$ cat config.mk
export PLATFORM = sky130hd
export DESIGN_NAME = capture_unit
export DESIGN_NICKNAME = d
export VERILOG_FILES = /design/src/common/enhanced_capture_unit_pkg.sv /design/src/hdl/capture_unit.sv
export SDC_FILE = /design/constraint.sdc
export NUM_CORES = 1
export LEC_CHECK = 0
export ABC_AREA = 1
export BUFFER_PORTS_ARGS = -buffer_cell sky130_fd_sc_hd__buf_2
export CAP_MARGIN = 25
export CORE_AREA = 3 3 141 143
export DETAILED_ROUTE_END_ITERATION = 7
export DIE_AREA = 0 0 144 146
export PLACE_DENSITY = 0.48
export SYNTH_ARGS = -nofsm -noshare
export SYNTH_HDL_FRONTEND = slang
export SYNTH_SLANG_ARGS = --single-unit
$ cat constraint.sdc
create_clock -name MCLK -period 2.02 [get_ports MCLK]
set_input_delay 0.101 -clock MCLK [delete_from_list [all_inputs] [get_ports MCLK]]
set_output_delay 0.101 -clock MCLK [all_outputs]
set_load 0.005 [all_outputs]
$ cat src/common/enhanced_capture_unit_pkg.sv
package enhanced_capture_unit_pkg;
  // Register map of the plain register port (byte offsets)
  localparam logic [3:0] ADDR_CONTROL     = 4'h0;
  localparam logic [3:0] ADDR_CAPT_LOW    = 4'h1;
  localparam logic [3:0] ADDR_CAPT_HIGH   = 4'h2;
  localparam logic [3:0] ADDR_FLAGS       = 4'h3;
  localparam logic [3:0] ADDR_ENABLES     = 4'h4;
  localparam logic [3:0] ADDR_PORT_DATA   = 4'h5;
  localparam logic [3:0] ADDR_PORT_DIR    = 4'h6;

  localparam logic [7:0] CONTROL_RESET    = 8'h00;
  localparam logic [7:0] PORT_DIR_RESET   = 8'h0F;
  localparam int         FLAG_BIT         = 2;

  // Control register fields
  localparam int MODE_LSB   = 0;
  localparam int DUTY_LSB   = 4;
  localparam int BRIDGE_LSB = 6;

  typedef enum logic [3:0] {
    MODE_OFF        = 4'h0,
    MODE_CMP_TOGGLE = 4'h2,
    MODE_CAP_FALL   = 4'h4,
    MODE_CAP_RISE   = 4'h5,
    MODE_CAP_RISE4  = 4'h6,
    MODE_CAP_RISE16 = 4'h7,
    MODE_CMP_SET    = 4'h8,
    MODE_CMP_CLEAR  = 4'h9,
    MODE_CMP_SWIRQ  = 4'hA,
    MODE_CMP_SPECL  = 4'hB,
    MODE_PWM_HHHH   = 4'hC,
    MODE_PWM_HLHL   = 4'hD,
    MODE_PWM_LHLH   = 4'hE,
    MODE_PWM_LLLL   = 4'hF
  } mode_t;

  typedef enum logic [1:0] {
    BRIDGE_SINGLE  = 2'h0,
    BRIDGE_FWD     = 2'h1,
    BRIDGE_HALF    = 2'h2,
    BRIDGE_REV     = 2'h3
  } bridge_t;

  localparam logic [3:0] PRESCALE_4_LAST  = 4'h3;
  localparam logic [3:0] PRESCALE_16_LAST = 4'hF;
  localparam logic [1:0] PWM_MODE_TOP     = 2'h3;
  localparam logic [3:0] DEAD_BAND_CYCLES = 4'h2;
endpackage : enhanced_capture_unit_pkg

$ cat src/hdl/capture_unit.sv
// Functional notes
// - Mode 0000 turns the unit off and resets its internal state.
// - Capture on falling, rising, every 4th or 16th rising edge.
// - Compare match toggles, sets or clears output and sets flag.
// - Mode 1010 match sets only the flag, pin untouched.
// - Mode 1011 match sets flag and fires timer-reset trigger.
// - PWM codes 1100, 1101, 1110, 1111 set output polarities.
// - Outside PWM the bridge field is ignored; outputs b-d are port pins.
// - Bridge 10 is half bridge: a, b modulated with dead band.
// - Bridge 11 reverse: b modulated, c active, a and d inactive.
// - Bridge forward: d modulated, a active, b and c inactive.
// - Single output modulates only a; b, c, d are port pins.
// - Duty is capture low byte (high eight) plus duty low bits.
// - A capture event copies the 16-bit timer into the capture pair unless software writes either half that cycle.
// - Capture sets the flag; only software clears it.
// - A newer capture overwrites an unread one.
// - Edge detector watches the pin level even when driven as output.
// - Prescaler counter clears on reset, when off, or outside capture.
// - Direct prescale change keeps the counter; clear control first.
// - Capture and compare use the 16-bit timer, PWM the 8-bit timer.
// - Clearing control forces the compare output latch low.
// - Special trigger fires at once; timer resets on its next tick.
`timescale 1ns/100ps
`default_nettype none
module capture_unit (
  // Clock and reset
  input  wire logic        MCLK,
  input  wire logic        RST_N,
  // Register port
  input  wire logic [3:0]  ADDR,
  input  wire logic [7:0]  WDATA,
  input  wire logic        WR,
  input  wire logic        RD,
  output logic      [7:0]  RDATA,
  // Timers
  input  wire logic [15:0] TIMER16,
  input  wire logic        TIMER16_TICK,
  input  wire logic [7:0]  TIMER8,
  input  wire logic [1:0]  TIMER8_PRESCALE,
  input  wire logic        TIMER8_PERIOD,
  output logic             TIMER16_RESET,
  output logic             SPECIAL_TRIGGER,
  // Bridge pins a..d
  input  wire logic [3:0]  PIN_IN,
  output logic      [3:0]  PIN_OUT,
  output logic      [3:0]  PIN_OE,
  // Flag level
  output logic             UNIT_IRQ
);

  logic [7:0]  capture_unit_control;
  logic [7:0]  capture_value_low;
  logic [7:0]  capture_value_high;
  logic        unit_irq_flag;
  logic        unit_irq_enable;
  logic [3:0]  port_data;
  logic [3:0]  port_dir;
  logic [3:0]  pin_meta;
  logic [3:0]  pin_sync;
  logic        pin_prev;
  logic [3:0]  prescale_cnt;
  logic        compare_latch;
  logic        match_prev;
  logic        reset_pending;
  logic [9:0]  duty_shadow;
  logic [9:0]  pwm_count;
  logic        pwm_level;
  logic [3:0]  dead_cnt;
  logic        pwm_a_q;
  logic        pwm_b_q;

  enhanced_capture_unit_pkg::mode_t   unit_mode_select;
  enhanced_capture_unit_pkg::bridge_t bridge_output_config;
  logic [1:0]        duty_low_bits;
  logic              is_capture;
  logic              is_compare;
  logic              is_pwm;
  logic              rise_edge;
  logic              fall_edge;
  logic              edge_hit;
  logic              capture_event;
  logic              match;
  logic              match_rise;
  logic              flag_set;
  logic              wr_flags;
  logic              next_flag;
  logic [3:0]        next_out;
  logic [3:0]        next_oe;
  logic [3:0]        port_oe;
  logic              pol_ac_low;
  logic              pol_bd_low;
  logic [7:0]        next_rdata;

  assign unit_mode_select     = enhanced_capture_unit_pkg::mode_t'(capture_unit_control[enhanced_capture_unit_pkg::MODE_LSB +: 4]);
  assign bridge_output_config =
    enhanced_capture_unit_pkg::bridge_t'(capture_unit_control[enhanced_capture_unit_pkg::BRIDGE_LSB +: 2]);
  assign duty_low_bits        = capture_unit_control[enhanced_capture_unit_pkg::DUTY_LSB +: 2];
  // Reserved codes 0001 and 0011 behave as off: no capture, compare or PWM
  // Decoding them as off keeps a stray write from driving the pins
  assign is_capture = (unit_mode_select[3:2] == 2'h1);
  assign is_pwm     = (unit_mode_select[3:2] == enhanced_capture_unit_pkg::PWM_MODE_TOP);
  assign is_compare = !is_capture && !is_pwm && (unit_mode_select != enhanced_capture_unit_pkg::MODE_OFF)
                      && (unit_mode_select != 4'h1) && (unit_mode_select != 4'h3);
  assign port_oe    = ~port_dir;

  // Pin synchroniser
  // Pads are asynchronous; two flops guard against metastability
  // Edge flop idles low like the pad, so no false edge follows reset
  always_ff @(posedge MCLK or negedge RST_N) begin
    if (!RST_N) begin
      pin_meta <= 4'h0;
      pin_sync <= 4'h0;
      pin_prev <= 1'b0;
    end else begin
      pin_meta <= PIN_IN;
      pin_sync <= pin_meta;
      pin_prev <= pin_sync[0];
    end
  end

  assign rise_edge = pin_sync[0] && !pin_prev;
  assign fall_edge = !pin_sync[0] && pin_prev;
  assign edge_hit  = (unit_mode_select == enhanced_capture_unit_pkg::MODE_CAP_FALL) ? fall_edge : rise_edge;
  always_comb begin
    capture_event = 1'b0;
    if (is_capture && edge_hit) begin
      case (unit_mode_select)
        enhanced_capture_unit_pkg::MODE_CAP_RISE4:  capture_event = (prescale_cnt[1:0] == enhanced_capture_unit_pkg::PRESCALE_4_LAST[1:0]);
        enhanced_capture_unit_pkg::MODE_CAP_RISE16: capture_event = (prescale_cnt == enhanced_capture_unit_pkg::PRESCALE_16_LAST);
        default:                   capture_event = 1'b1;
      endcase
    end
  end

  always_ff @(posedge MCLK or negedge RST_N) begin
    if (!RST_N) begin
      prescale_cnt <= 4'h0;
    end else if (!is_capture) begin
      prescale_cnt <= 4'h0;
    end else if (edge_hit) begin
      prescale_cnt <= prescale_cnt + 4'h1;
    end
  end

  always_ff @(posedge MCLK or negedge RST_N) begin
    if (!RST_N) begin
      capture_value_low  <= 8'h00;
      capture_value_high <= 8'h00;
    end else if (WR && ADDR == enhanced_capture_unit_pkg::ADDR_CAPT_LOW) begin
      capture_value_low  <= WDATA;
    end else if (WR && ADDR == enhanced_capture_unit_pkg::ADDR_CAPT_HIGH) begin
      capture_value_high <= WDATA;
    end else if (capture_event) begin
      capture_value_low  <= TIMER16[7:0];
      capture_value_high <= TIMER16[15:8];
    end
  end

  // Compare match against the 16-bit timer
  // Only the first matching cycle acts, so a stalled timer fires once
  assign match      = is_compare && (TIMER16 == {capture_value_high, capture_value_low});
  assign match_rise = match && !match_prev;

  always_ff @(posedge MCLK or negedge RST_N) begin
    if (!RST_N) begin
      match_prev <= 1'b0;
    end else begin
      match_prev <= match;
    end
  end

  always_ff @(posedge MCLK or negedge RST_N) begin
    if (!RST_N) begin
      compare_latch <= 1'b0;
    end else if (unit_mode_select == enhanced_capture_unit_pkg::MODE_OFF) begin
      compare_latch <= 1'b0;
    end else if (match_rise) begin
      case (unit_mode_select)
        enhanced_capture_unit_pkg::MODE_CMP_TOGGLE: compare_latch <= !compare_latch;
        enhanced_capture_unit_pkg::MODE_CMP_SET:    compare_latch <= 1'b1;
        enhanced_capture_unit_pkg::MODE_CMP_CLEAR:  compare_latch <= 1'b0;
        default:                   compare_latch <= compare_latch;
      endcase
    end
  end

  always_ff @(posedge MCLK or negedge RST_N) begin
    if (!RST_N) begin
      SPECIAL_TRIGGER <= 1'b0;
      reset_pending   <= 1'b0;
      TIMER16_RESET   <= 1'b0;
    end else begin
      SPECIAL_TRIGGER <= match_rise && unit_mode_select == enhanced_capture_unit_pkg::MODE_CMP_SPECL;
      TIMER16_RESET   <= reset_pending && match && TIMER16_TICK;
      if (match_rise && unit_mode_select == enhanced_capture_unit_pkg::MODE_CMP_SPECL) begin
        reset_pending <= 1'b1;
      end else if (!match || TIMER16_TICK) begin
        // Moving the compare value away cancels the pending reset
        reset_pending <= 1'b0;
      end
    end
  end

  assign flag_set = capture_event || match_rise;
  assign wr_flags = WR && ADDR == enhanced_capture_unit_pkg::ADDR_FLAGS;
  assign next_flag = flag_set ? 1'b1 : (wr_flags ? WDATA[enhanced_capture_unit_pkg::FLAG_BIT] : unit_irq_flag);

  always_ff @(posedge MCLK or negedge RST_N) begin
    if (!RST_N) begin
      unit_irq_flag <= 1'b0;
      UNIT_IRQ      <= 1'b0;
    end else begin
      unit_irq_flag <= next_flag;
      UNIT_IRQ      <= next_flag && unit_irq_enable;
    end
  end

  // Software registers
  always_ff @(posedge MCLK or negedge RST_N) begin
    if (!RST_N) begin
      capture_unit_control <= enhanced_capture_unit_pkg::CONTROL_RESET;
      unit_irq_enable      <= 1'b0;
      port_data            <= 4'h0;
      port_dir             <= enhanced_capture_unit_pkg::PORT_DIR_RESET[3:0];
    end else if (WR) begin
      case (ADDR)
        enhanced_capture_unit_pkg::ADDR_CONTROL:   capture_unit_control <= WDATA;
        enhanced_capture_unit_pkg::ADDR_ENABLES:   unit_irq_enable      <= WDATA[enhanced_capture_unit_pkg::FLAG_BIT];
        enhanced_capture_unit_pkg::ADDR_PORT_DATA: port_data            <= WDATA[3:0];
        enhanced_capture_unit_pkg::ADDR_PORT_DIR:  port_dir             <= WDATA[3:0];
        default: ;
      endcase
    end
  end

  // Read data are zero outside the answer cycle
  // Port data read back the synced pads, not the write latch
  always_comb begin
    case (ADDR)
      enhanced_capture_unit_pkg::ADDR_CONTROL:   next_rdata = capture_unit_control;
      enhanced_capture_unit_pkg::ADDR_CAPT_LOW:  next_rdata = capture_value_low;
      enhanced_capture_unit_pkg::ADDR_CAPT_HIGH: next_rdata = capture_value_high;
      enhanced_capture_unit_pkg::ADDR_FLAGS:     next_rdata = {5'h00, unit_irq_flag, 2'h0};
      enhanced_capture_unit_pkg::ADDR_ENABLES:   next_rdata = {5'h00, unit_irq_enable, 2'h0};
      enhanced_capture_unit_pkg::ADDR_PORT_DATA: next_rdata = {4'h0, pin_sync};
      enhanced_capture_unit_pkg::ADDR_PORT_DIR:  next_rdata = {4'h0, port_dir};
      default:                  next_rdata = 8'h00;
    endcase
  end

  always_ff @(posedge MCLK or negedge RST_N) begin
    if (!RST_N) begin
      RDATA <= 8'h00;
    end else begin
      RDATA <= RD ? next_rdata : 8'h00;
    end
  end

  // PWM on 8-bit timer
  // Duty is taken at each period end so a mid-period write cannot glitch
  always_ff @(posedge MCLK or negedge RST_N) begin
    if (!RST_N) begin
      duty_shadow <= 10'h000;
      pwm_level   <= 1'b0;
    end else if (!is_pwm) begin
      duty_shadow <= 10'h000;
      pwm_level   <= 1'b0;
    end else if (TIMER8_PERIOD) begin
      duty_shadow <= {capture_value_low, duty_low_bits};
      pwm_level   <= ({capture_value_low, duty_low_bits} != 10'h000);
    end else if (pwm_count >= duty_shadow) begin
      pwm_level   <= 1'b0;
    end
  end
  assign pwm_count = {TIMER8, TIMER8_PRESCALE};

  always_ff @(posedge MCLK or negedge RST_N) begin
    if (!RST_N) begin
      dead_cnt <= 4'h0;
      pwm_a_q  <= 1'b0;
      pwm_b_q  <= 1'b0;
    end else if (!is_pwm) begin
      dead_cnt <= 4'h0;
      pwm_a_q  <= 1'b0;
      pwm_b_q  <= 1'b0;
    end else if (pwm_level != pwm_a_q && pwm_level == pwm_b_q) begin
      // Break before make: both sides idle through the dead band
      pwm_a_q  <= 1'b0;
      pwm_b_q  <= 1'b0;
      dead_cnt <= enhanced_capture_unit_pkg::DEAD_BAND_CYCLES;
    end else if (dead_cnt != 4'h0) begin
      dead_cnt <= dead_cnt - 4'h1;
    end else begin
      pwm_a_q  <= pwm_level;
      pwm_b_q  <= !pwm_level;
    end
  end

  assign pol_ac_low = (unit_mode_select == enhanced_capture_unit_pkg::MODE_PWM_LHLH)
                      || (unit_mode_select == enhanced_capture_unit_pkg::MODE_PWM_LLLL);
  assign pol_bd_low = (unit_mode_select == enhanced_capture_unit_pkg::MODE_PWM_HLHL)
                      || (unit_mode_select == enhanced_capture_unit_pkg::MODE_PWM_LLLL);

  always_comb begin
    next_out = port_data;
    next_oe  = port_oe;
    if (is_pwm) begin
      case (bridge_output_config)
        enhanced_capture_unit_pkg::BRIDGE_SINGLE: begin
          next_out[0] = pwm_level ^ pol_ac_low;
          next_oe[0]  = 1'b1;
        end
        enhanced_capture_unit_pkg::BRIDGE_FWD: begin
          next_out = {pwm_level ^ pol_bd_low, pol_ac_low, pol_bd_low, !pol_ac_low};
          next_oe  = 4'hF;
        end
        enhanced_capture_unit_pkg::BRIDGE_HALF: begin
          next_out[1:0] = {pwm_b_q ^ pol_bd_low, pwm_a_q ^ pol_ac_low};
          next_oe[1:0]  = 2'h3;
        end
        enhanced_capture_unit_pkg::BRIDGE_REV: begin
          next_out = {pol_bd_low, !pol_ac_low, pwm_level ^ pol_bd_low, pol_ac_low};
          next_oe  = 4'hF;
        end
        default: ;
      endcase
    end else if (unit_mode_select == enhanced_capture_unit_pkg::MODE_CMP_TOGGLE
                 || unit_mode_select == enhanced_capture_unit_pkg::MODE_CMP_SET
                 || unit_mode_select == enhanced_capture_unit_pkg::MODE_CMP_CLEAR) begin
      next_out[0] = compare_latch;
    end
  end

  // off restores pins
  // Registered pins: one cycle of latency traded for glitch-free pads
  always_ff @(posedge MCLK or negedge RST_N) begin
    if (!RST_N) begin
      PIN_OUT <= 4'h0;
      PIN_OE  <= 4'h0;
    end else begin
      PIN_OUT <= next_out;
      PIN_OE  <= next_oe;
    end
  end

endmodule : capture_unit
`default_nettype wire

# After elaboration in Yosys (flattened, before gate mapping)
# Index checks and enable logic that the tools add are counted.
# word_totals
register_bits	86
word_cells	164
out_inout_bits	19
# classes
n_eq_ne	34
muxes	43
bitwise_logic	6
n_addsub	2
reduce_logical	53
n_lt_le_gt_ge	1
# op_table
op	count
one-hot mux 8 bit (7 select lines)	1
two-way mux 8 bit	6
== test 4 bit, second input constant	7
== test 4 x 3 -> 1 bit, second input constant	6
two-way mux 4 bit	6
two-way mux 1 bit	21
two-way mux 10 bit	2
logical AND 1 bit	17
== test 16 bit	1
AND reduction 2 bit	7
== test 4 x 2 -> 1 bit, second input constant	3
nonzero test 4 bit	3
greater-or-equal comparator 10 bit	1
nonzero test 10 bit	1
logical NOT 1 bit	9
== test 2 bit, second input constant	4
logical NOT 4 bit	2
nonzero test 2 bit	4
logical OR 1 bit	6
one-hot mux 1 bit (3 select lines)	2
adder 4 x 1 -> 4 bit, second input constant	1
== test 2 x 1 -> 1 bit, second input constant	2
== test 4 x 1 -> 1 bit, second input constant	1
!= test 2 bit, second input constant	2
other kinds (21)	24

# Logic depth before layout (Yosys ltp)
# Gate-level depths: netlist of run 1.
# logic_depth
depth_word	11
mapped_depth	12
depth_no_buf	11

# Least setup slack after synthesis of run 1
# OpenSTA, ideal clock, no wires.
# synth_timing
kind	register -> register
startpoint	register capture_unit_control[1]
endpoint	register capture_value_low[5]
path_stages_with_launch	13
path_slack_ns	0.467
t_arrival_ns	1.430
t_required_ns	1.897
setup_time_ns	0.123
path_cell_list	dfrtp_1 > buf_6 > nor2_4 > inv_2 > o21ai_4 > nand2_4 > nor2_4 > o21ai_2 > nand2_2 > nand2_4 > buf_12 > nand2_1 > o21ai_2
# synth_between
elab_chain_cells	6
word_cells_on_any_way	9
# synth_rtl
item	line_no	source
from (decl)	capture_unit.sv:51	logic [7:0] capture_unit_control;
from (signal assigned)	capture_unit.sv:221	capture_unit_control <= enhanced_capture_unit_pkg::CONTROL_RESET;
== test 4 x 3 -> 1 bit	capture_unit.sv:123	assign edge_hit = (unit_mode_select == enhanced_capture_unit_pkg::MODE_CAP_FALL) ? fall_edge : rise_edge;
two-way mux 1 bit	capture_unit.sv:123	
logical AND 1 bit	capture_unit.sv:126	if (is_capture && edge_hit) begin
two-way mux 1 bit (*)	capture_unit.sv:126	
nonzero test 2 bit (no line) (*)	-	
AND reduction 2 bit (no line) (*)	-	
to (signal assigned)	capture_unit.sv:154	capture_value_low <= TIMER16[7:0];
to (decl)	capture_unit.sv:52	logic [7:0] capture_value_low;
# Mark *: on every way between the ends. The rest lies on a longest branch, timed or not.
# A chain may end at the register's enable or synchronous reset.

# Worst setup path in the final report of run 1
# layout_timing
startpoint	register capture_unit_control[1]
endpoint	register capture_value_low[2]
# The elaborated chain is that of the path after synthesis.

==> run summary, run 1 <==
OUTCOME
--------------------------------------------------------------------------------
Outcome                                                             complete, no violations

SYNTHESIS
--------------------------------------------------------------------------------
Fraction of synthesized cell area in xor and xnor cells                    1.49%
Post-synth ARST share                                                       100%
Post-synthesis average cell area                                        7.96 um2
Area fraction of the dominant cell type after synthesis                    43.8%
Flip-flop and latch count after synthesis                                     86
Synth Instances                                                              589
Top cell types by occurrence after synthesis                        sky130_fd_sc_hd__nand2_1, sky130_fd_sc_hd__inv_1, sky130_fd_sc_hd__dfrtp_1
Count of cell types in the netlist                                            39
Main area contributors after synthesis                              sky130_fd_sc_hd__dfrtp_1, sky130_fd_sc_hd__nand2_1, sky130_fd_sc_hd__inv_1
Post-synth EDFFs                                                               0
Combinational family with the most area after synthesis             simple AND/OR/NAND/NOR gates
Yosys warns                                                                    0
Post-synthesis adder-cell area fraction                                    3.47%
Number of nets produced by synthesis                                         650
Post-synth top area cell                                            sky130_fd_sc_hd__dfrtp_1
Post-synthesis compound-gate area fraction                                 15.0%
Multiplexer share of the synthesized area                                 0.908%
Library cell with the highest instance count after synthesis        sky130_fd_sc_hd__nand2_1
Primary flip-flop cell chosen by synthesis mapping                  sky130_fd_sc_hd__dfrtp_1
Post-synthesis cell area                                                4690 um2
Sequential-to-total area share from yosys stat                             46.0%
Post-Synth Simple-Gate Area                                                23.5%

FLOORPLANNING
--------------------------------------------------------------------------------
Starting density of the core                                               25.1%
Horizontal extent of the die                                              144 um
Core ar.                                                               18700 um2
Number of primary I/O pins                                                    67
Die ar.                                                                21000 um2
Chip Height                                                               146 um
Number of rows in the core area                                               50

STA
--------------------------------------------------------------------------------
Number of hold violations in the final report                                  0
Fmax                                                                   0.587 GHz
Remaining max-slew budget at the tightest pin                              65.3%
Final critical-path share of the clock period                              84.3%
Setup total negative slack                                                  0 ns
Setup repair after global routing missed its margin                        false
Setup violation total in the final timing report                               0
Worst-case clock skew                                                  0.0137 ns
Worst slew pin tran                                                     0.520 ns
Max-slew violation total from the final report                                 0
Post-layout minimum cycle time                                           1.70 ns

POWER
--------------------------------------------------------------------------------
Internal                                                               0.00359 W
Relative contribution of combinational cells to total power                28.1%
Power spent charging and discharging nets                              0.00197 W
Static power due to leakage                                              2.84 nW
Sw Ratio                                                                   35.4%
Share of power burned in the clock network                                 30.2%
Power per standard cell area                                          984 nW/um2
Share of power burned in registers                                         41.7%
Worst supply voltage drop on vdd                                      0.000430 V
Final Power                                                            0.00556 W

ROUTE
--------------------------------------------------------------------------------
Number of iterations in the first detailed-routing pass                        5
Total via count in the routed design                                        3953
ANT nets after route                                                           0
Total Wirelength                                                         13.3 mm
Detail-routed via count per cell                                            4.35
Initial DRC Count                                                            320
Average wire per standard cell                                           14.6 um
DRC violation count after routing                                              0

CLOCK TREE
--------------------------------------------------------------------------------
Num Clock Sinks                                                               86
Reg clk slew, reported paths                                             0.07 ns
Setup Fix Bufs, Post-CTS                                                       0
Clock network latency to the later pin of the worst-skew pair            0.35 ns
CTS Root Buffer Type                                                sky130_fd_sc_hd__clkbuf_16
Largest buffer count on any clock path                                         2
Number of buffers created by CTS                                               9
Clock H-tree levels                                                            3
CTS tree                                                                     yes

PLACED DESIGN
--------------------------------------------------------------------------------
PortBufs                                                                      66
Placer Congestion                                                          0.851
Post-DP HPWL                                                             10.6 mm
Placed Instance Area                                                    5300 um2

MIN PATH
--------------------------------------------------------------------------------
Hold wc startpoint                                                      WDATA[5]
Hold Crit Class                                                           in2reg
Hold Crit Endpoint                                                  capture_unit_control[5]
Min-Delay Path Depth                                                           3

SETUP PATH
--------------------------------------------------------------------------------
Setup Crit Path Kind                                                     reg2reg
Startpoint kind of the worst setup timing path                         flip-flop
Kind of capture point of the worst setup path                          flip-flop
Reg2Reg Depth                                                                 10
Worst Path Max Fanout                                                         16
Capture instance of the worst register-to-register path             capture_value_low[2]
Data required time at the worst endpoint                                 2.26 ns
Worst Path Arrival                                                       1.94 ns
Reg-to-reg setup timing slack                                            0.32 ns
Source of the worst register-to-register timing path                capture_unit_control[1]

FLOW RUN
--------------------------------------------------------------------------------
Max-Cap Viols                                                                  0

LAYOUT
--------------------------------------------------------------------------------
Diodes inserted                                                                0
Final core utilization                                                     30.2%
Fraction of layout instances using a drive strength above 1                19.9%
Summed area of non-filler cells in the final layout                     5650 um2
Nets@finish                                                                  732
Synth-to-Final Area Change                                                 20.5%

GLOBAL ROUTE
--------------------------------------------------------------------------------
Number of antenna violations at the first check in global routing              0
Pin count of the biggest net entering global routing                          39
Global Route Usage Sum                                                     13.2%
GRT overflow                                                                   0
First-pass GRT wire length                                               21.5 mm
Number of global-route vias before repair                                   3931

-- how the worst max path moves through the flow --
| stage | endpoint | slack [ns] | start |
|---|---|---|---|
| after detailed placement | capture_value_low[4] | 0.31 | capture_unit_control[1] |
| after floorplan | capture_value_low[5] | 0.47 | capture_unit_control[1] |
| final | capture_value_low[2] | 0.32 | capture_unit_control[1] |
| after global placement | PIN_OUT[1] | 0.36 | capture_unit_control[2] |
| after global routing | reset_pending | 0.04 | capture_unit_control[2] |
| after CTS | capture_value_low[2] | 0.30 | capture_unit_control[1] |
-- layer usage --
metal  part of all wire (%)  track usage (%)  vias to the layer above
li1                       -                -                     2050
met1                     50             19.8                     1806
met2                     44             19.2                       89
met3                    5.1             3.22                        8
met4                   0.75             2.97                        0
met5                      0                0                        -
-- flip-flops by register name (all words and copies together) (netlist names), 4 cells and up --
register / flops
duty_shadow: 10
RDATA: 8
capture_unit_control: 8
capture_value_high: 8
capture_value_low: 8
PIN_OE: 4
PIN_OUT: 4
dead_cnt: 4
pin_meta: 4
pin_sync: 4
port_data: 4
port_dir: 4
prescale_cnt: 4
-- critical path, stage by stage, from the launching register on --
cell                      delay (ns)
sky130_fd_sc_hd__dfrtp_1        0.51
sky130_fd_sc_hd__nor2_4         0.17
sky130_fd_sc_hd__inv_2          0.07
sky130_fd_sc_hd__o21ai_4        0.14
sky130_fd_sc_hd__nand2_4        0.09
sky130_fd_sc_hd__nor2_4         0.11
sky130_fd_sc_hd__o21ai_2        0.10
sky130_fd_sc_hd__nand2_2        0.09
sky130_fd_sc_hd__nand2_4        0.14
sky130_fd_sc_hd__nand2_1        0.12
sky130_fd_sc_hd__o21ai_2        0.05
-- power groups by stage --
| stage | sequential, W | combinational (W) | clock [W] |
|---|---|---|---|
| 3_3_place_gp | 0.00235 | 0.00155 | 0 |
| 4_1_cts | 0.00232 | 0.00157 | 0.00172 |
| 3_5_place_dp | 0.00234 | 0.00156 | 0 |
| 5_1_grt | 0.00237 | 0.00178 | 0.00179 |
| 6_report | 0.00232 | 0.00156 | 0.00168 |
| 2_1_floorplan | 0.00227 | 0.00109 | 0 |
-- layout make-up --
type	count	area (um2)
clock inverters	3	45.0
fillers	2045	13100
inverters	101	384
well taps	234	293
flip-flops and latches	86	2160
repair buffers	79	445
multi-input cells	394	2080
clock buffers	12	246
-- metrics by stage --
stage / instances / setup WS (ns) / hold WS [ns]
final: 909 / 0.318 / 0.0670
after global routing: 909 / 0.0443 / 0.0578
after CTS: 909 / 0.300 / 0.0518
after detailed placement: 888 / 0.305 / 0.119
after global placement: 888 / 0.357 / 0.127
after floorplan: 589 / 0.467 / -0.195
-- timing repair --
| item | 4_1_cts | 5_1_grt |
|---|---|---|
| endpoints found under the hold margin | 39 | 0 |
| gates resized for setup | 0 | 0 |
| hold buffers | 6 | 0 |
-- cells in the final DEF (no fill, tap or decap), drive strengths merged, types with 3 or more instances in the layout --
cell / n
xnor2: 6
o221ai: 3
buf: 73
nand4: 10
nor2: 51
o22ai: 17
a31oi: 3
ha: 13
nor3: 3
nand2: 167
dlygate4sd3: 6
o211ai: 3
o21ai: 69
inv: 100
nand3: 22
dfstp: 4
clkbuf: 12
dfrtp: 82
a21oi: 14
-- cells by family after synthesis --
family	after synthesis
mux	4
simple gates	256
xor+xnor	8
buf+inv	109
fa+ha+maj	13
compound gates	113
flops	86
No activity file was read; power rests on OpenSTA's default activity.
==> inputs of run 2 (changes only) <==
- PLACE_DENSITY: 0.48 -> 0.49
- clock period: 2.02 -> 1.46 ns (I/O delays scaled with it)
==> run summary, run 2 (synthesis results as in run 1) <==
SETUP PATH
----------------------------------------------------------------------------------
Reg-to-reg setup timing slack                                             -0.06 ns
Kind of capture point of the worst setup path                            flip-flop
Startpoint kind of the worst setup timing path                           flip-flop
Worst Path Arrival                                                         1.76 ns
Data required time at the worst endpoint                                   1.70 ns
Crit-path max cell delay                                                   0.44 ns
Setup Crit Path Kind                                                       reg2reg
Chain of cells forming the critical path                              nor2_4, inv_2, o21ai_4, nand2_4, nor2_4, o21ai_4, nand2_4, nand2_8, nand2_1, o21ai_2
Slowest stage cell, crit path                                         sky130_fd_sc_hd__dfrtp_2
Worst Path Max Fanout                                                            8

GLOBAL ROUTE
----------------------------------------------------------------------------------
GRT overflow                                                                     0
Pin count of the biggest net entering global routing                            35
Number of antenna violations at the first check in global routing                0
Number of global-route vias before repair                                     4111
Global Route Usage Sum                                                       13.9%
First-pass GRT wire length                                                 22.4 mm

LAYOUT
----------------------------------------------------------------------------------
Synth-to-Final Area Change                                                   35.4%
Final core utilization                                                       33.9%
Diodes inserted                                                                  0
Most common cell after layout, fill and taps aside                    sky130_fd_sc_hd__nand2_1
Flip-flop count of the largest register, all copies and words added             10
Number of standard cells in the layout, taps in and fillers out                970
Most flop-heavy register                                               duty_shadow
Top library cells by usage in the layout, fill and taps aside         sky130_fd_sc_hd__nand2_1, sky130_fd_sc_hd__inv_1, sky130_fd_sc_hd__dfrtp_1
Summed area of non-filler cells in the final layout                       6350 um2
Nets@finish                                                                    792
Fraction of layout instances using a drive strength above 1                  33.0%

FLOORPLANNING
----------------------------------------------------------------------------------
Core ar.                                                                 18700 um2
Starting density of the core                                                 25.1%
Chip Height                                                                 146 um
Horizontal extent of the die                                                144 um
Number of rows in the core area                                                 50
Number of primary I/O pins                                                      67
Die ar.                                                                  21000 um2

CLOCK TREE
----------------------------------------------------------------------------------
Clock network latency to the later pin of the worst-skew pair              0.35 ns
Reg clk slew, reported paths                                               0.07 ns
Clock H-tree levels                                                              3
CTS tree                                                                       yes
CTS Root Buffer Type                                                  sky130_fd_sc_hd__clkbuf_16
Num Clock Sinks                                                                 86
Largest buffer count on any clock path                                           2
Number of buffers created by CTS                                                 9

STA
----------------------------------------------------------------------------------
Setup violation total in the final timing report                                19
Worst slew pin tran                                                       0.458 ns
Post-route worst hold slack                                              0.0277 ns
Final worst setup slack                                                 -0.0621 ns
Max-slew violation total from the final report                                   0
Remaining max-slew budget at the tightest pin                                69.5%
Fmax                                                                     0.657 GHz
Setup repair after global routing missed its margin                           true
Worst-case clock skew                                                   0.00649 ns
Number of hold violations in the final report                                    0
Post-layout minimum cycle time                                             1.52 ns
Final critical-path share of the clock period                                 104%

POWER
----------------------------------------------------------------------------------
Power spent charging and discharging nets                                0.00306 W
Power per standard cell area                                           1330 nW/um2
Relative contribution of combinational cells to total power                  35.9%
Static power due to leakage                                                3.16 nW
Internal                                                                 0.00539 W
Sw Ratio                                                                     36.2%
Share of power burned in the clock network                                   26.3%
Worst supply voltage drop on vdd                                        0.000671 V
Share of power burned in registers                                           37.7%

OUTCOME
----------------------------------------------------------------------------------
Outcome                                                               finished with violations
Violated checks                                                       negative setup slack

ROUTE
----------------------------------------------------------------------------------
Initial DRC Count                                                              226
Total via count in the routed design                                          4273
ANT nets after route                                                             0
Average wire per standard cell                                             14.5 um
DRC violation count after routing                                                0
Detail-routed via count per cell                                              4.41
Number of iterations in the first detailed-routing pass                          5
Total Wirelength                                                           14.1 mm

FLOW RUN
----------------------------------------------------------------------------------
Max-Cap Viols                                                                    0

PLACED DESIGN
----------------------------------------------------------------------------------
PortBufs                                                                        66
Cell count after placement                                                     939
Placer Congestion                                                            0.874
Placed Instance Area                                                      5710 um2
Post-DP HPWL                                                               11.0 mm

MIN PATH
----------------------------------------------------------------------------------
Hold Crit Class                                                             in2reg

==> run 2: cell types whose count changed in the layout (fill, tap and decap cells not counted), sizes merged <==
| cell | previous run | this run |
|---|---|---|
| inv | 100 | 104 |
| clkbuf | 12 | 9 |
| bufinv | 1 | 0 |
| buf | 73 | 131 |
| nand2 | 167 | 169 |
| clkinv | 1 | 2 |
==> run 2: area by class of cell <==
cell class,count,area [um2]
clock buffers,9,225
well taps,234,293
repair buffers,137,906
multi-input cells,396,2320
fillers,1974,12400
inverters,101,384
flip-flops and latches,86,2160
clock inverters,7,55.1
==> run 2: critical path: cells and delay by family (launching register included) <==
family / cells / cell delay [ns]
AND/OR/NAND/NOR: 6 / 0.61
flip-flops: 1 / 0.44
buffers and inverters: 1 / 0.05
AO/OA/AOI/OAI: 3 / 0.28
==> run 2: power groups by stage <==
stage          Combinational [W]  Sequential (W)  Clock (W)
5_1_grt                  0.00340         0.00325    0.00240
6_report                 0.00304         0.00319    0.00223
3_5_place_dp             0.00278         0.00320          0
4_1_cts                  0.00290         0.00317    0.00230
2_1_floorplan            0.00150         0.00314          0
3_3_place_gp             0.00276         0.00319          0
==> run 2: repair_timing <==
item                                    CTS  global route
endpoints found under the hold margin    34             0
pin swaps                                 6            10
resized for setup                        19            43
setup buffers                             3             5
endpoints found under the setup margin   30            37
hold buffers                              6             0
gates cloned                              2             0
==> run 2: path summary, 6_finish.rpt <==
check | to | cells after the start | startpoint
max | capture_value_low[1] | 10 | capture_unit_control[0]
min | capture_unit_control[5] | 3 | WDATA[5]
max reg2reg | capture_value_low[1] | 10 | capture_unit_control[0]
min reg2reg | pin_sync[3] | 0 | pin_meta[3]
max in group asynchronous | capture_unit_control[2] | 3 | RST_N
min in group asynchronous | RDATA[4] | 2 | RST_N
==> run 2: metal layers <==
layer | track usage [%] | vias to the layer above | part of all wire (%)
li1 | - | 2184 | -
met1 | 19.7 | 1974 | 48
met2 | 21.2 | 103 | 45
met3 | 3.68 | 12 | 5.6
met4 | 3.20 | 0 | 1.0
met5 | 0 | - | 0
==> run 2: per-stage QoR <==
| step | worst slack (ns) | setup TNS [ns] | total power, W |
|---|---|---|---|
| 2_1_floorplan | -0.0930 | -0.719 | 0.00464 |
| 3_3_place_gp | -0.0598 | -0.952 | 0.00595 |
| 3_5_place_dp | -0.103 | -1.97 | 0.00597 |
| 4_1_cts | -0.0482 | -0.581 | 0.00837 |
| 5_1_grt | -0.144 | -2.63 | 0.00905 |
| 6_report | -0.0621 | -0.698 | 0.00845 |
==> inputs of run 3 (changes only) <==
- PLACE_DENSITY: 0.49 -> unset
- PLACE_DENSITY_LB_ADDON: unset -> 0.08
- RECOVER_POWER: unset -> 100
==> run summary, run 3 (synthesis results as in run 1) <==
STA
----------------------------------------------------------------------------------
Post-layout minimum cycle time                                             1.54 ns
Number of hold violations in the final report                                    0
Fmax                                                                     0.649 GHz
Final critical-path share of the clock period                                 105%
Remaining max-slew budget at the tightest pin                                54.4%
Worst-case clock skew                                                   0.00637 ns
Setup repair after global routing missed its margin                           true
Worst slew pin tran                                                       0.684 ns
Final worst setup slack                                                 -0.0797 ns
Setup violation total in the final timing report                                20
Max-slew violation total from the final report                                   0

ROUTE
----------------------------------------------------------------------------------
DRC violation count after routing                                                0
Total Wirelength                                                           15.1 mm
Average wire per standard cell                                             15.4 um
Initial DRC Count                                                              244
Total via count in the routed design                                          4370
ANT nets after route                                                             0
Detail-routed via count per cell                                              4.44
Number of iterations in the first detailed-routing pass                          5

SETUP PATH
----------------------------------------------------------------------------------
Capture instance of the worst register-to-register path               capture_value_high[5]
Source of the worst register-to-register timing path                  capture_unit_control[0]
Setup Crit Path Kind                                                       reg2reg
Reg2Reg Depth                                                                   10
Startpoint kind of the worst setup timing path                           flip-flop
Worst Path Arrival                                                         1.77 ns
Data required time at the worst endpoint                                   1.69 ns
Crit. path cell count                                                           10
Slowest stage cell, crit path                                         sky130_fd_sc_hd__dfrtp_1
Reg-to-reg setup timing slack                                             -0.08 ns
WP buf/inv                                                                       1
Kind of capture point of the worst setup path                            flip-flop
Chain of cells forming the critical path                              nor2_4, inv_2, o21ai_4, nand2_4, nor2_4, o21ai_4, nand2_4, nand2_8, nand2_1, o21ai_2
Worst Path Max Fanout                                                            8
Crit-path max cell delay                                                   0.42 ns
Cell family with the largest share of critical-path delay             simple AND/OR/NAND/NOR gates

PLACED DESIGN
----------------------------------------------------------------------------------
Placer Congestion                                                            0.871
DP Worst Slack                                                           -0.119 ns
Cell count after placement                                                     949
PortBufs                                                                        66
Post-DP HPWL                                                               11.7 mm

FLOORPLANNING
----------------------------------------------------------------------------------
Die ar.                                                                  21000 um2
Core ar.                                                                 18700 um2
Starting density of the core                                                 25.1%
Horizontal extent of the die                                                144 um
Chip Height                                                                 146 um
Number of rows in the core area                                                 50
Number of primary I/O pins                                                      67

LAYOUT
----------------------------------------------------------------------------------
Most flop-heavy register                                               duty_shadow
Flip-flop count of the largest register, all copies and words added             10
Top library cells by usage in the layout, fill and taps aside         sky130_fd_sc_hd__nand2_1, sky130_fd_sc_hd__inv_1, sky130_fd_sc_hd__dfrtp_1
Number of standard cells in the layout, taps in and fillers out                985
Nets@finish                                                                    807
Synth-to-Final Area Change                                                   37.0%
Most common cell after layout, fill and taps aside                    sky130_fd_sc_hd__nand2_1
Fraction of layout instances using a drive strength above 1                  33.0%
Diodes inserted                                                                  0

CLOCK TREE
----------------------------------------------------------------------------------
CTS Root Buffer Type                                                  sky130_fd_sc_hd__clkbuf_16
Clock network latency to the later pin of the worst-skew pair              0.34 ns
Clock H-tree levels                                                              3
Num Clock Sinks                                                                 86
Number of buffers created by CTS                                                 9
Largest buffer count on any clock path                                           2
CTS tree                                                                       yes
Reg clk slew, reported paths                                               0.06 ns

MIN PATH
----------------------------------------------------------------------------------
Hold wc startpoint                                                        WDATA[5]
Min-Delay Path Depth                                                             3
Hold Crit Endpoint                                                    capture_unit_control[5]
Hold Crit Class                                                             in2reg

POWER
----------------------------------------------------------------------------------
Final Power                                                              0.00867 W
Worst supply voltage drop on vdd                                        0.000585 V
Power per standard cell area                                           1350 nW/um2
Static power due to leakage                                                3.15 nW

FLOW RUN
----------------------------------------------------------------------------------
Max-Cap Viols                                                                    0

GLOBAL ROUTE
----------------------------------------------------------------------------------
Number of global-route vias before repair                                     4284
Pin count of the biggest net entering global routing                            33
First-pass GRT wire length                                                 23.3 mm
Global Route Usage Sum                                                       14.4%
Number of antenna violations at the first check in global routing                0
GRT overflow                                                                     0

OUTCOME
----------------------------------------------------------------------------------
Violated checks                                                       negative setup slack
Outcome                                                               finished with violations

run 3: changes by cell type in the layout (fill, tap and decap cells not counted), sizes merged:
cell	previous run	this run
inv	104	100
buf	131	125
clkbuf	9	34
run 3: how the worst max path moves through the flow:
stage / from / slack, ns / end
after floorplan: capture_unit_control[1] / -0.09 / capture_value_low[5]
after global placement: capture_unit_control[2] / -0.11 / reset_pending
after detailed placement: capture_unit_control[2] / -0.12 / reset_pending
after CTS: capture_unit_control[1] / -0.07 / capture_value_high[3]
after global routing: capture_unit_control[0] / -0.16 / capture_value_high[7]
final: capture_unit_control[0] / -0.08 / capture_value_high[5]
run 3: final cells by class:
cell class	instances	area (um2)
clock buffers	14	274
clock inverters	2	15.0
fillers	2019	12300
inverters	101	385
multi-input cells	396	2340
flip-flops and latches	86	2160
well taps	234	293
repair buffers	151	951
repair inverters	1	3.75
run 3: routing by layer:
metal	vias up	GRT usage, %	share of wire, %	routed length, um
met3	10	2.20	4.1	617
li1	2210	-	-	-
met1	2047	20.9	50	7500
met5	-	0	0	0
met2	103	22.2	45	6820
met4	0	4.24	1.2	189
run 3: worst min-delay path: cells and delay by family:
kind	cells	cell delay [ns]
buffers and inverters	1	0.12
AND/OR/NAND/NOR	1	0.10
AO/OA/AOI/OAI	1	0.05
run 3: metrics by stage:
stage          utilization [%]  cell area [um2]  TNS (ns)  hold slack (ns)
3_3_place_gp              30.9             5780     -1.54           0.0284
4_1_cts                   33.7             6310     -1.01           0.0318
6_report                  34.3             6420     -1.01           0.0470
2_1_floorplan                -             4690    -0.719           -0.223
3_5_place_dp              30.9             5780     -2.23           0.0245
5_1_grt                   34.3             6420     -4.68           0.0551
run 3: what timing repair did:
item / 4_1_cts / 5_1_grt
setup endpoints to repair: 33 / 31
pin swaps: 10 / 13
hold buffers: 6 / 0
gates resized for setup: 30 / 41
endpoints found under the hold margin: 30 / 0
cloned: 2 / 1
buffers inserted: 7 / 4
run 3: power breakdown:
group | switching [W] | internal (W) | leakage, nW | total [W]
registers | 0.000350 | 0.00284 | 1.09 | 0.00319
clock network | 0.000956 | 0.00130 | 0.135 | 0.00225
logic | 0.00174 | 0.00149 | 1.93 | 0.00323
